File: config.mk
export PLATFORM = sky130hd
export DESIGN_NAME = drive_aux_supervisor
export DESIGN_NICKNAME = d
export VERILOG_FILES = /design/src/inc/drive_aux_pkg.sv /design/src/rtl/drive_aux_supervisor.sv
export SDC_FILE = /design/constraint.sdc
export NUM_CORES = 2
export LEC_CHECK = 0
export ABC_CLOCK_PERIOD_IN_PS = 25200
export BUFFER_PORTS_ARGS = -buffer_cell sky130_fd_sc_hd__clkbuf_2
export CAP_MARGIN = 20
export CORE_UTILIZATION = 50
export DETAILED_ROUTE_END_ITERATION = 16
export GPL_ROUTABILITY_DRIVEN = 0
export MAX_ROUTING_LAYER = met4
export PLACE_DENSITY = 0.67
export SYNTH_ARGS = -nofsm -noshare
export SYNTH_HDL_FRONTEND = slang
export SYNTH_SLANG_ARGS = --single-unit
export TNS_END_PERCENT = 50
File: constraint.sdc
create_clock -name pclk -period 25.2 [get_ports pclk]
set_input_delay 2.52 -clock pclk [delete_from_list [all_inputs] [get_ports pclk]]
set_output_delay 2.52 -clock pclk [all_outputs]
set_load 0.1 [all_outputs]
File: src/inc/drive_aux_pkg.sv
// constants, register map and carrier types of the auxiliary supervisor
package drive_aux_pkg;
   // time base: 0.1 s ticks, 0.1 min = 60 ticks
   localparam int CLK_PERIOD_NS = 40;
   localparam int TENTH_S_NS = 100_000_000;
   localparam int TENTH_S_CYCLES = TENTH_S_NS / CLK_PERIOD_NS;
   localparam int TENTHS_PER_TENTH_MIN = 60;
   // register byte offsets
   localparam logic [7:0] A_LEVEL1 = 8'h00;
   localparam logic [7:0] A_BAND1 = 8'h04;
   localparam logic [7:0] A_LEVEL2 = 8'h08;
   localparam logic [7:0] A_BAND2 = 8'h0c;
   localparam logic [7:0] A_CTRL = 8'h10;
   localparam logic [7:0] A_DURATION = 8'h14;
   localparam logic [7:0] A_AI_LOW = 8'h18;
   localparam logic [7:0] A_AI_HIGH = 8'h1c;
   localparam logic [7:0] A_TEMP_THR = 8'h20;
   localparam logic [7:0] A_WAKE_FREQ = 8'h24;
   localparam logic [7:0] A_WAKE_DELAY = 8'h28;
   localparam logic [7:0] A_SLEEP_FREQ = 8'h2c;
   localparam logic [7:0] A_SLEEP_DELAY = 8'h30;
   localparam logic [7:0] A_RUN_TARGET = 8'h34;
   localparam logic [7:0] A_MAX_FREQ = 8'h38;
   localparam logic [7:0] A_REMAINING = 8'h3c;
   localparam logic [7:0] A_STATUS = 8'h40;
   localparam logic [7:0] A_IRQ_STATUS = 8'h44;
   localparam logic [7:0] A_IRQ_MASK = 8'h48;
   // control register fields
   localparam int F_TIMING_EN = 0;
   localparam int F_SRC_LO = 1;
   localparam int F_PID_DORMANT = 4;
   localparam int F_FAN_MODE = 8;
   // limits and defaults (current 0.1 %, volts 0.01 V, time 0.1 min / 0.1 s, freq 0.01 Hz)
   localparam logic [15:0] CUR_MAX = 16'h0bb8;
   localparam logic [15:0] LEVEL_RST = 16'h03e8;
   localparam logic [15:0] TIME_MAX = 16'hfde8;
   localparam logic [15:0] AI_FULL = 16'h03e8;
   localparam logic [15:0] AI_LOW_RST = 16'h0136;
   localparam logic [15:0] AI_HIGH_RST = 16'h02a8;
   localparam logic [7:0] TEMP_MAX = 8'h64;
   localparam logic [7:0] TEMP_THR_RST = 8'h4b;
   localparam logic [7:0] FAN_TEMP = 8'h28;
   localparam logic [15:0] MAX_FREQ_RST = 16'h1388;
   localparam logic [31:0] CTRL_RST = 32'h0000_0010;

   typedef enum logic [1:0] {
      SRC_FIXED = 2'b00,
      SRC_AI_ONE = 2'b01,
      SRC_AI_TWO = 2'b10,
      SRC_RSVD = 2'b11
   } timing_src_e;

   typedef enum logic [1:0] {
      S_RUN = 2'b00,
      S_SLEEP_WAIT = 2'b01,
      S_DORMANT = 2'b10,
      S_WAKE_WAIT = 2'b11
   } sleep_state_e;

   typedef struct packed {
      logic [15:0] output_current;
      logic [15:0] set_frequency;
      logic [15:0] analog_input_one;
      logic [15:0] analog_input_two;
      logic [7:0] heatsink_temp;
   } meas_s;

   // bit order also used by status and irq registers
   typedef struct packed {
      logic run_time_reached;
      logic dormant;
      logic fan_on;
      logic temp_reached;
      logic analog_limit;
      logic timer_done;
      logic current_two;
      logic current_one;
   } dout_s;
endpackage

File: src/rtl/drive_aux_supervisor.sv
// auxiliary supervision of a motor drive: current windows, timers, limits, fan, sleep
//
// Summary of operation
// - a current output is on while current lies within level plus or minus band
// - two independent current detectors, each with own level, band and output
// - levels and bands accept 0 to 300.0 %; levels reset 100.0 %, bands 0
// - with timing enabled the timer runs from start; expiry stops drive, sets output
// - duration from fixed setting, analog one or two; full scale equals fixed setting
// - timer restarts from zero at every start; remaining time is readable
// - analog limit output on while analog one is above upper or below lower limit
// - temperature output on when heatsink reaches threshold, 0 to 100, default 75
// - fan mode 0: fan on while running, or stopped and heatsink above 40 C
// - fan mode 1: fan runs continuously while selected; reset selects fan mode 0
// - running with set frequency at or below sleep level: dormant after sleep delay
// - dormant with run command and frequency at or above wake: run after wake delay
// - sleep and wake disabled when both frequencies are zero
// - wake between sleep and maximum, sleep 0 to wake, delays 0 to 6500.0 s
// - a setting selects whether regulation continues while dormant
// - run time output on once current running time reaches target
//
// Implementation choices: register access over APB and the register addresses.
`timescale 1ns/1ps
`default_nettype none
module drive_aux_supervisor
   import drive_aux_pkg::*;
#(
   parameter int TICK_CYCLES = TENTH_S_CYCLES
) (
   input wire logic pclk,
   input wire logic presetn,
   input wire logic psel,
   input wire logic penable,
   input wire logic pwrite,
   input wire logic [31:0] paddr,
   input wire logic [31:0] pwdata,
   output logic [31:0] prdata,
   output logic pready,
   output logic pslverr,
   input wire meas_s meas,
   input wire logic run_command,
   input wire logic drive_running,
   output dout_s dout,
   output logic stop_request,
   output logic pid_in_dormant,
   output logic irq
);
   if (TICK_CYCLES < 1) begin : g_bad_tick
      $error("TICK_CYCLES must be at least one");
   end

   logic [15:0] level [2];
   logic [15:0] band [2];
   logic [31:0] ctrl;
   logic [15:0] duration, ai_low, ai_high, wake_freq, wake_delay, sleep_freq, sleep_delay;
   logic [15:0] run_target, max_freq, eff_duration, run_elapsed, delay_cnt;
   logic [7:0] temp_thr, irq_status, irq_mask, irq_set;
   logic [31:0] prescale;
   logic [5:0] min_div;
   logic tick, tick_min, run_cmd_d, timer_expired;
   logic [1:0] in_band;
   sleep_state_e state;
   dout_s prev;

   // upper address bits must be clear, otherwise a write would alias a register
   wire wr = psel & penable & pwrite & (paddr[31:8] == 24'h000000);
   wire setup = psel & ~penable;
   wire [7:0] a = paddr[7:0];
   wire [15:0] wd = pwdata[15:0];
   wire start_event = run_command & ~run_cmd_d;
   wire sleep_enabled = (wake_freq != 16'h0000) | (sleep_freq != 16'h0000);

   function automatic logic [15:0] clamp(input logic [15:0] v, input logic [15:0] lo,
                                         input logic [15:0] hi);
      clamp = (v < lo) ? lo : ((v > hi) ? hi : v);
   endfunction

   // register writes clamp to the legal range instead of refusing
   always_ff @(posedge pclk or negedge presetn) begin
      if (!presetn) begin
         level[0] <= LEVEL_RST;
         level[1] <= LEVEL_RST;
         band[0] <= 16'h0000;
         band[1] <= 16'h0000;
         ctrl <= CTRL_RST;
         duration <= 16'h0000;
         ai_low <= AI_LOW_RST;
         ai_high <= AI_HIGH_RST;
         temp_thr <= TEMP_THR_RST;
         wake_freq <= 16'h0000;
         wake_delay <= 16'h0000;
         sleep_freq <= 16'h0000;
         sleep_delay <= 16'h0000;
         run_target <= 16'h0000;
         max_freq <= MAX_FREQ_RST;
         irq_mask <= 8'h00;
      end else if (wr) begin
         unique case (a)
            A_LEVEL1: level[0] <= clamp(wd, 16'h0000, CUR_MAX);
            A_BAND1: band[0] <= clamp(wd, 16'h0000, CUR_MAX);
            A_LEVEL2: level[1] <= clamp(wd, 16'h0000, CUR_MAX);
            A_BAND2: band[1] <= clamp(wd, 16'h0000, CUR_MAX);
            A_CTRL: ctrl <= pwdata & 32'h0000_0117;
            A_DURATION: duration <= clamp(wd, 16'h0000, TIME_MAX);
            A_AI_LOW: ai_low <= clamp(wd, 16'h0000, ai_high);
            A_AI_HIGH: ai_high <= clamp(wd, ai_low, AI_FULL);
            A_TEMP_THR: temp_thr <= (pwdata[7:0] > TEMP_MAX) ? TEMP_MAX : pwdata[7:0];
            A_WAKE_FREQ: wake_freq <= clamp(wd, sleep_freq, max_freq);
            A_WAKE_DELAY: wake_delay <= clamp(wd, 16'h0000, TIME_MAX);
            A_SLEEP_FREQ: sleep_freq <= clamp(wd, 16'h0000, wake_freq);
            A_SLEEP_DELAY: sleep_delay <= clamp(wd, 16'h0000, TIME_MAX);
            A_RUN_TARGET: run_target <= clamp(wd, 16'h0000, TIME_MAX);
            A_MAX_FREQ: max_freq <= (wd < wake_freq) ? wake_freq : wd;
            A_IRQ_MASK: irq_mask <= pwdata[7:0];
            default: ;
         endcase
      end
   end

   // answer is prepared in the setup cycle so that prdata comes from a flop
   always_ff @(posedge pclk or negedge presetn) begin
      if (!presetn) begin
         prdata <= 32'h0000_0000;
         pslverr <= 1'b0;
         pready <= 1'b0;
      end else begin
         pready <= 1'b1;
         if (setup) begin
            pslverr <= (a > A_IRQ_MASK) | (a[1:0] != 2'b00) | (paddr[31:8] != 24'h000000);
            prdata <= 32'h0000_0000;
            unique case (a)
               A_LEVEL1: prdata[15:0] <= level[0];
               A_BAND1: prdata[15:0] <= band[0];
               A_LEVEL2: prdata[15:0] <= level[1];
               A_BAND2: prdata[15:0] <= band[1];
               A_CTRL: prdata <= ctrl;
               A_DURATION: prdata[15:0] <= duration;
               A_AI_LOW: prdata[15:0] <= ai_low;
               A_AI_HIGH: prdata[15:0] <= ai_high;
               A_TEMP_THR: prdata[7:0] <= temp_thr;
               A_WAKE_FREQ: prdata[15:0] <= wake_freq;
               A_WAKE_DELAY: prdata[15:0] <= wake_delay;
               A_SLEEP_FREQ: prdata[15:0] <= sleep_freq;
               A_SLEEP_DELAY: prdata[15:0] <= sleep_delay;
               A_RUN_TARGET: prdata[15:0] <= run_target;
               A_MAX_FREQ: prdata[15:0] <= max_freq;
               A_REMAINING: prdata[15:0] <= (eff_duration > run_elapsed) ?
                                            eff_duration - run_elapsed : 16'h0000;
               A_STATUS: prdata[9:0] <= {state, dout};
               A_IRQ_STATUS: prdata[7:0] <= irq_status;
               A_IRQ_MASK: prdata[7:0] <= irq_mask;
               default: ;
            endcase
         end
      end
   end

   // 0.1 s tick and 0.1 min tick
   always_ff @(posedge pclk or negedge presetn) begin
      if (!presetn) begin
         prescale <= 32'h0000_0000;
         min_div <= 6'h00;
         tick <= 1'b0;
         tick_min <= 1'b0;
      end else if (start_event) begin
         // realign the time base so the first 0.1 min of a run is whole
         prescale <= 32'h0000_0000;
         min_div <= 6'h00;
         tick <= 1'b0;
         tick_min <= 1'b0;
      end else begin
         tick <= (prescale == 32'(TICK_CYCLES - 1));
         prescale <= (prescale == 32'(TICK_CYCLES - 1)) ? 32'h0000_0000 : prescale + 32'h1;
         tick_min <= tick & (min_div == 6'(TENTHS_PER_TENTH_MIN - 1));
         if (tick) begin
            min_div <= (min_div == 6'(TENTHS_PER_TENTH_MIN - 1)) ? 6'h00 : min_div + 6'h01;
         end
      end
   end

   // effective duration from the selected source
   always_ff @(posedge pclk or negedge presetn) begin
      if (!presetn) begin
         eff_duration <= 16'h0000;
      end else begin
         unique case (timing_src_e'(ctrl[F_SRC_LO +: 2]))
            SRC_AI_ONE: eff_duration <= 16'((32'(duration) * 32'(meas.analog_input_one))
                                            / 32'(AI_FULL));
            SRC_AI_TWO: eff_duration <= 16'((32'(duration) * 32'(meas.analog_input_two))
                                            / 32'(AI_FULL));
            SRC_FIXED, SRC_RSVD: eff_duration <= duration; // reserved code falls back
         endcase
      end
   end

   // running time of the present run, restarted at every start
   always_ff @(posedge pclk or negedge presetn) begin
      if (!presetn) begin
         run_cmd_d <= 1'b0;
         run_elapsed <= 16'h0000;
         timer_expired <= 1'b0;
      end else begin
         run_cmd_d <= run_command;
         if (start_event) begin
            run_elapsed <= 16'h0000;
            timer_expired <= 1'b0;
         end else begin
            if (tick_min && drive_running && run_elapsed != 16'hffff) begin
               run_elapsed <= run_elapsed + 16'h0001;
            end
            if (ctrl[F_TIMING_EN] && run_command && run_elapsed >= eff_duration) begin
               timer_expired <= 1'b1;
            end
         end
      end
   end

   // sleep and wake sequencing, delays counted in 0.1 s
   always_ff @(posedge pclk or negedge presetn) begin
      if (!presetn) begin
         state <= S_RUN;
         delay_cnt <= 16'h0000;
      end else if (!sleep_enabled) begin
         state <= S_RUN;
         delay_cnt <= 16'h0000;
      end else begin
         if (tick && delay_cnt != 16'hffff) begin
            delay_cnt <= delay_cnt + 16'h0001;
         end
         unique case (state)
            S_RUN: begin
               if (drive_running && meas.set_frequency <= sleep_freq) begin
                  state <= S_SLEEP_WAIT;
                  delay_cnt <= 16'h0000;
               end
            end
            S_SLEEP_WAIT: begin
               if (meas.set_frequency > sleep_freq || !drive_running) begin
                  state <= S_RUN;
               end else if (delay_cnt >= sleep_delay) begin
                  state <= S_DORMANT;
               end
            end
            S_DORMANT: begin
               if (!run_command) begin
                  state <= S_RUN; // a removed run command ends the dormant state
               end else if (meas.set_frequency >= wake_freq) begin
                  state <= S_WAKE_WAIT;
                  delay_cnt <= 16'h0000;
               end
            end
            S_WAKE_WAIT: begin
               if (!run_command || meas.set_frequency < wake_freq) begin
                  state <= run_command ? S_DORMANT : S_RUN;
               end else if (delay_cnt >= wake_delay) begin
                  state <= S_RUN;
               end
            end
         endcase
      end
   end

   // window detectors for both current groups
   for (genvar g = 0; g < 2; g++) begin : g_cur
      assign in_band[g] = ({1'b0, meas.output_current} + {1'b0, band[g]} >= {1'b0, level[g]})
         && ({1'b0, meas.output_current} <= {1'b0, level[g]} + {1'b0, band[g]});
   end

   // all indications registered; levels follow their condition
   always_ff @(posedge pclk or negedge presetn) begin
      if (!presetn) begin
         dout <= '0;
         stop_request <= 1'b0;
         pid_in_dormant <= 1'b0;
      end else begin
         dout.current_one <= in_band[0];
         dout.current_two <= in_band[1];
         dout.timer_done <= timer_expired;
         dout.analog_limit <= (meas.analog_input_one > ai_high)
                            | (meas.analog_input_one < ai_low);
         dout.temp_reached <= meas.heatsink_temp >= temp_thr;
         if (ctrl[F_FAN_MODE] || drive_running) begin
            dout.fan_on <= 1'b1;
         end else if (meas.heatsink_temp > FAN_TEMP) begin
            dout.fan_on <= 1'b1;
         end else if (meas.heatsink_temp < FAN_TEMP) begin
            dout.fan_on <= 1'b0; // exactly 40 C holds the last state
         end
         dout.dormant <= (state == S_DORMANT) | (state == S_WAKE_WAIT);
         // elapsed time of the previous run is stale in the start cycle
         dout.run_time_reached <= run_command && !start_event
                                && run_elapsed >= run_target;
         stop_request <= timer_expired | (state == S_DORMANT)
                       | (state == S_WAKE_WAIT);
         pid_in_dormant <= ctrl[F_PID_DORMANT] & sleep_enabled;
      end
   end

   // sticky rising-edge events; read clears, a new set in the same cycle wins
   assign irq_set = dout & ~prev;
   always_ff @(posedge pclk or negedge presetn) begin
      if (!presetn) begin
         prev <= '0;
         irq_status <= 8'h00;
         irq <= 1'b0;
      end else begin
         prev <= dout;
         if (psel && penable && !pwrite && a == A_IRQ_STATUS && paddr[31:8] == 24'h000000) begin
            irq_status <= irq_set;
         end else begin
            irq_status <= irq_status | irq_set;
         end
         irq <= |(irq_status & irq_mask);
      end
   end
endmodule
`default_nettype wire

==> impl.org <==
** Setup path
- Slowest cell delay on critical path :: 0.58 ns
- Critical path depth in cells :: 71
- Delay-heaviest family, CP :: compound AO/OA/AOI/OAI gates
- Critical Path RT :: 25.66 ns
- Highest net fanout along the worst path :: 18
- On the critical path, the stage with the largest delay is an instance of sky130_fd_sc_hd__fa_1.
- The endpoint identified for the worst register-to-register timing path is eff_duration[0]$_DFF_PN0_.
- Beginning of the worst register-to-register path :: duration[4]$_DFFE_PN0P_
- STA classifies the critical path endpoint as a flip-flop.
- The number of buffers and inverters on the critical path is 6.
- The critical path in this run is classified as primary input to flip-flop.
- Depth of the most critical reg-to-reg path :: 70
- For the worst setup path, the data arrival time is 24.34 ns.
- Launching element type of the critical path :: primary input
- Counting stages on the worst path, the most repeated cell is sky130_fd_sc_hd__fa_1.
- The worst register-to-register path has a setup slack of 2.31 ns.

** Global route
- The number of global-route vias before repair is 43500.
- Pin count of the biggest net entering global routing :: 100
- The number of antenna violations at the first check in global routing came to 4.
- Total grt overflow :: 0
- Overall routing resource usage :: 31.4%
- Wire length of the first global-routing pass :: 247000 µm

** Yosys
- Sequential elements use 18.2% of the synthesized area.
- In this run the cell area of the synthesized design comes to 50400 µm².
- For this run, the number of Yosys warnings is 0.
- Synthesis instantiated 134 different standard cells from the library.
- Share of async-settable or async-resettable flops after synthesis :: 100%
- Synthesis produced a netlist whose cell count is 6000.
- After synthesis the netlist holds a flip-flop and latch count of 366.
- Commonest register cell after synthesis :: sky130_fd_sc_hd__dfrtp_1
- After synthesis, the mean cell area works out to 8.41 µm².
- Counting flops with a built-in enable in the synthesized netlist gives 0.

** STA
- Setup slack on the critical path of the routed design comes to 1.32 ns.
- The clock period could shrink to 23.88 ns.
- Timing would allow up to 41.9 MHz.
- Setup violations remaining at the end of the flow were counted as 0.
- Fin crit share :: 94.7%
- Slew at the pin closest to its max-slew limit :: 1.21 ns
- Max-slew violations :: 0
- Clock skew on the completed layout was measured at 0.0344 ns.
- Final hold violation count :: 0
- Headroom to the max-slew limit came out at 19.5%.

** Floorplanning
- The initialized floorplan defines 116 standard-cell rows.
- The floorplan step defined a die boundary enclosing 102000 µm².
- The initial utilization of the core area, before any placement, comes to 50.4%.
- In this run the vertical extent of the chip is 320 µm.
- 188 I/O pins were placed.
- In this run the standard cell core region covers 100000 µm².
- From left edge to right edge, the die measures 320 µm.

** Power
- Cell internal power was estimated by the tool at 0.958 mW.
- The analysis attributes to cell leakage a power of 25.3 nW.
- The share of total power dissipated in sequential elements is 45.1%.
- The clock network accounts for 44.1% of the total power.
- VDD sags by at most 0.0373 mV.
- The completed layout was analyzed and its total power is 1.32 mW.
- Fraction of power spent switching nets :: 27.5%
- Fraction of power consumed by combinational cells :: 10.8%
- In this run the power density over the cells is 24.6 nW/µm².
- In this run the power spent charging and discharging nets is 0.363 mW.

** Drt
- Number of routed nets with antenna violations :: 0
- In the routed design, unresolved DRC markers number 0.
- The pre-antenna-repair detailed-routing pass consisted of 8 iterations.
- After detailed routing, the average wire length per cell comes to 21.3 µm.
- Via count of the routed design :: 44800
- Using the TritonRoute via totals, the vias-per-cell ratio works out to 6.07.
- The final layout contains routed wiring with a total length of 157000 µm.
- Violation count after the first detailed-routing iteration :: 4334

** Min path
- Worst hold path startpoint :: prev[2]$_DFF_PN0_
- Endpoint of the worst hold path :: irq_status[2]$_DFF_PN0_
- Counting instances, the worst hold path has a depth of 1.
- Worst min path class :: flip-flop to flip-flop

** Placed design
- Minimum setup slack after placement :: 0.428 ns
- Buffers on Ports :: 155
- The HPWL after detailed placement is 122000 µm.

** Final layout
- Filler instances :: 9211
- The area growth from synthesis to layout is 6.63%.
- In the layout the commonest cells are sky130_fd_sc_hd__nand2_1, sky130_fd_sc_hd__inv_1, sky130_fd_sc_hd__ha_1, sky130_fd_sc_hd__fa_1, sky130_fd_sc_hd__o21ai_0.
- In the final layout, the registers with the most flip-flops are band: 32 flops, level: 32 flops, prescale: 32 flops.
- At the end of the flow the core is filled with cells to 53.8%.
- In the final layout, the multi-input gates occupy 37500 µm².
- The post-route netlist has 8.73% of its cells at a drive strength greater than 1.
- Leaving out fill and tap cells, the most frequent cell in the layout is sky130_fd_sc_hd__nand2_1.
- In the final design database the tool counted 7139 nets.
- Across the whole layout, storage elements account for 9200 µm².

** Clock tree
- H-tree depth :: 2
- CTS root buffer :: sky130_fd_sc_hd__clkbuf_16
- Total clock buffers created by CTS :: 41
- The clock net in this run drives a total of 366 sinks.
- Worst-path clk slew :: 0.06 ns
- Hold Buf Count CTS :: 0
- TritonCTS built the clock tree.
- The clock passes through at most 3 buffers.
- Worst skew pair latency :: 0.58 ns

** Status
- The run finished with clean final reports.

** Run
- Number of maximum-capacitance violations :: 0
## synthesized netlist by cell type, types with 34 or more instances
library cell / instances / area share (%)
sky130_fd_sc_hd__a21o_1: 96 / 1.4
sky130_fd_sc_hd__xnor2_1: 135 / 2.3
sky130_fd_sc_hd__dfrtp_1: 335 / 17
sky130_fd_sc_hd__clkbuf_1: 200 / 1.5
sky130_fd_sc_hd__nand2_1: 692 / 5.2
sky130_fd_sc_hd__a22oi_1: 50 / 0.74
sky130_fd_sc_hd__o21bai_1: 58 / 0.86
sky130_fd_sc_hd__nor4_1: 40 / 0.50
sky130_fd_sc_hd__a21oi_1: 353 / 3.5
sky130_fd_sc_hd__a31oi_1: 34 / 0.42
sky130_fd_sc_hd__inv_1: 684 / 5.1
sky130_fd_sc_hd__nor2b_1: 72 / 0.89
sky130_fd_sc_hd__nand2b_1: 62 / 0.77
sky130_fd_sc_hd__o21ai_0: 353 / 3.5
sky130_fd_sc_hd__buf_4: 37 / 0.55
sky130_fd_sc_hd__mux2_2: 64 / 1.4
sky130_fd_sc_hd__nand4_1: 109 / 1.4
sky130_fd_sc_hd__a221oi_1: 38 / 0.66
sky130_fd_sc_hd__nand3_1: 97 / 0.96
sky130_fd_sc_hd__ha_1: 554 / 14
sky130_fd_sc_hd__and2_1: 311 / 3.9
sky130_fd_sc_hd__nor3_1: 67 / 0.66
sky130_fd_sc_hd__fa_1: 393 / 16
sky130_fd_sc_hd__xor2_1: 71 / 1.2
sky130_fd_sc_hd__and3_1: 35 / 0.43
sky130_fd_sc_hd__mux2i_1: 81 / 1.6
sky130_fd_sc_hd__nor2_1: 340 / 2.5
## how the worst max path moves through the flow
stage,from,to,slack (ns)
finish,meas[31],eff_duration[0]$_DFF_PN0_,1.32
global route,meas[31],eff_duration[0]$_DFF_PN0_,-0.03
CTS,meas[31],eff_duration[0]$_DFF_PN0_,0.91
detailed placement,meas[31],eff_duration[0]$_DFF_PN0_,0.43
global placement,meas[31],eff_duration[0]$_DFF_PN0_,0.61
floorplan,meas[11],eff_duration[0]$_DFF_PN0_,3.23
## layer usage
metal	routed length [µm]	track usage (%)	vias up
li1	-	-	20800
met5	0	-	-
met4	7130	12.3	0
met3	12900	4.93	374
met1	66000	40.8	21800
met2	70900	49.0	1860
## timing repair
action                                  in CTS  in global routing
endpoints found under the setup margin       0                  3
resized for setup                            0                 18
buffers inserted                             0                  4
## kinds of logic after synthesis
| logic type | after synthesis | synth area share (%) |
|---|---|---|
| muxes | 155 | 3.30 |
| and+or+nand+nor | 1937 | 18.8 |
| AOI/OAI and AO/OA | 1416 | 18.7 |
| buffers and inverters | 961 | 7.75 |
| adders and majority gates | 954 | 29.5 |
| other | 2 | 0.0149 |
| DFF | 366 | 18.2 |
| xor gates and xnor gates | 209 | 3.67 |
## area by class of cell
type | instances | area share (%)
flip-flops and latches | 366 | 17.1
inverters | 686 | 4.79
multi-input cells | 4688 | 69.7
clock inverters | 12 | 0.188
diodes | 3 | 0.0140
repair buffers | 266 | 3.01
well taps | 1298 | 3.02
clock buffers | 63 | 2.14
## power groups by stage
stage | registers [mW] | clock network, mW | logic [mW]
after floorplan | 0.608 | 0 | 0.0777
after global placement | 0.606 | 0 | 0.137
after detailed placement | 0.606 | 0 | 0.141
after CTS | 0.595 | 0.585 | 0.141
after global routing | 0.596 | 0.605 | 0.156
final | 0.596 | 0.583 | 0.143
## metrics by stage
stage	cells	setup TNS [ns]	hold WS, ns	area [µm²]
after detailed placement	7300	0	0.407	52400
after global routing	7382	-0.0306	0.433	53800
after floorplan	6015	0	0.367	50500
after global placement	7299	0	0.402	52400
after CTS	7375	0	0.415	53600
final	7382	0	0.420	53800
No activity file was read; power rests on OpenSTA's default activity.
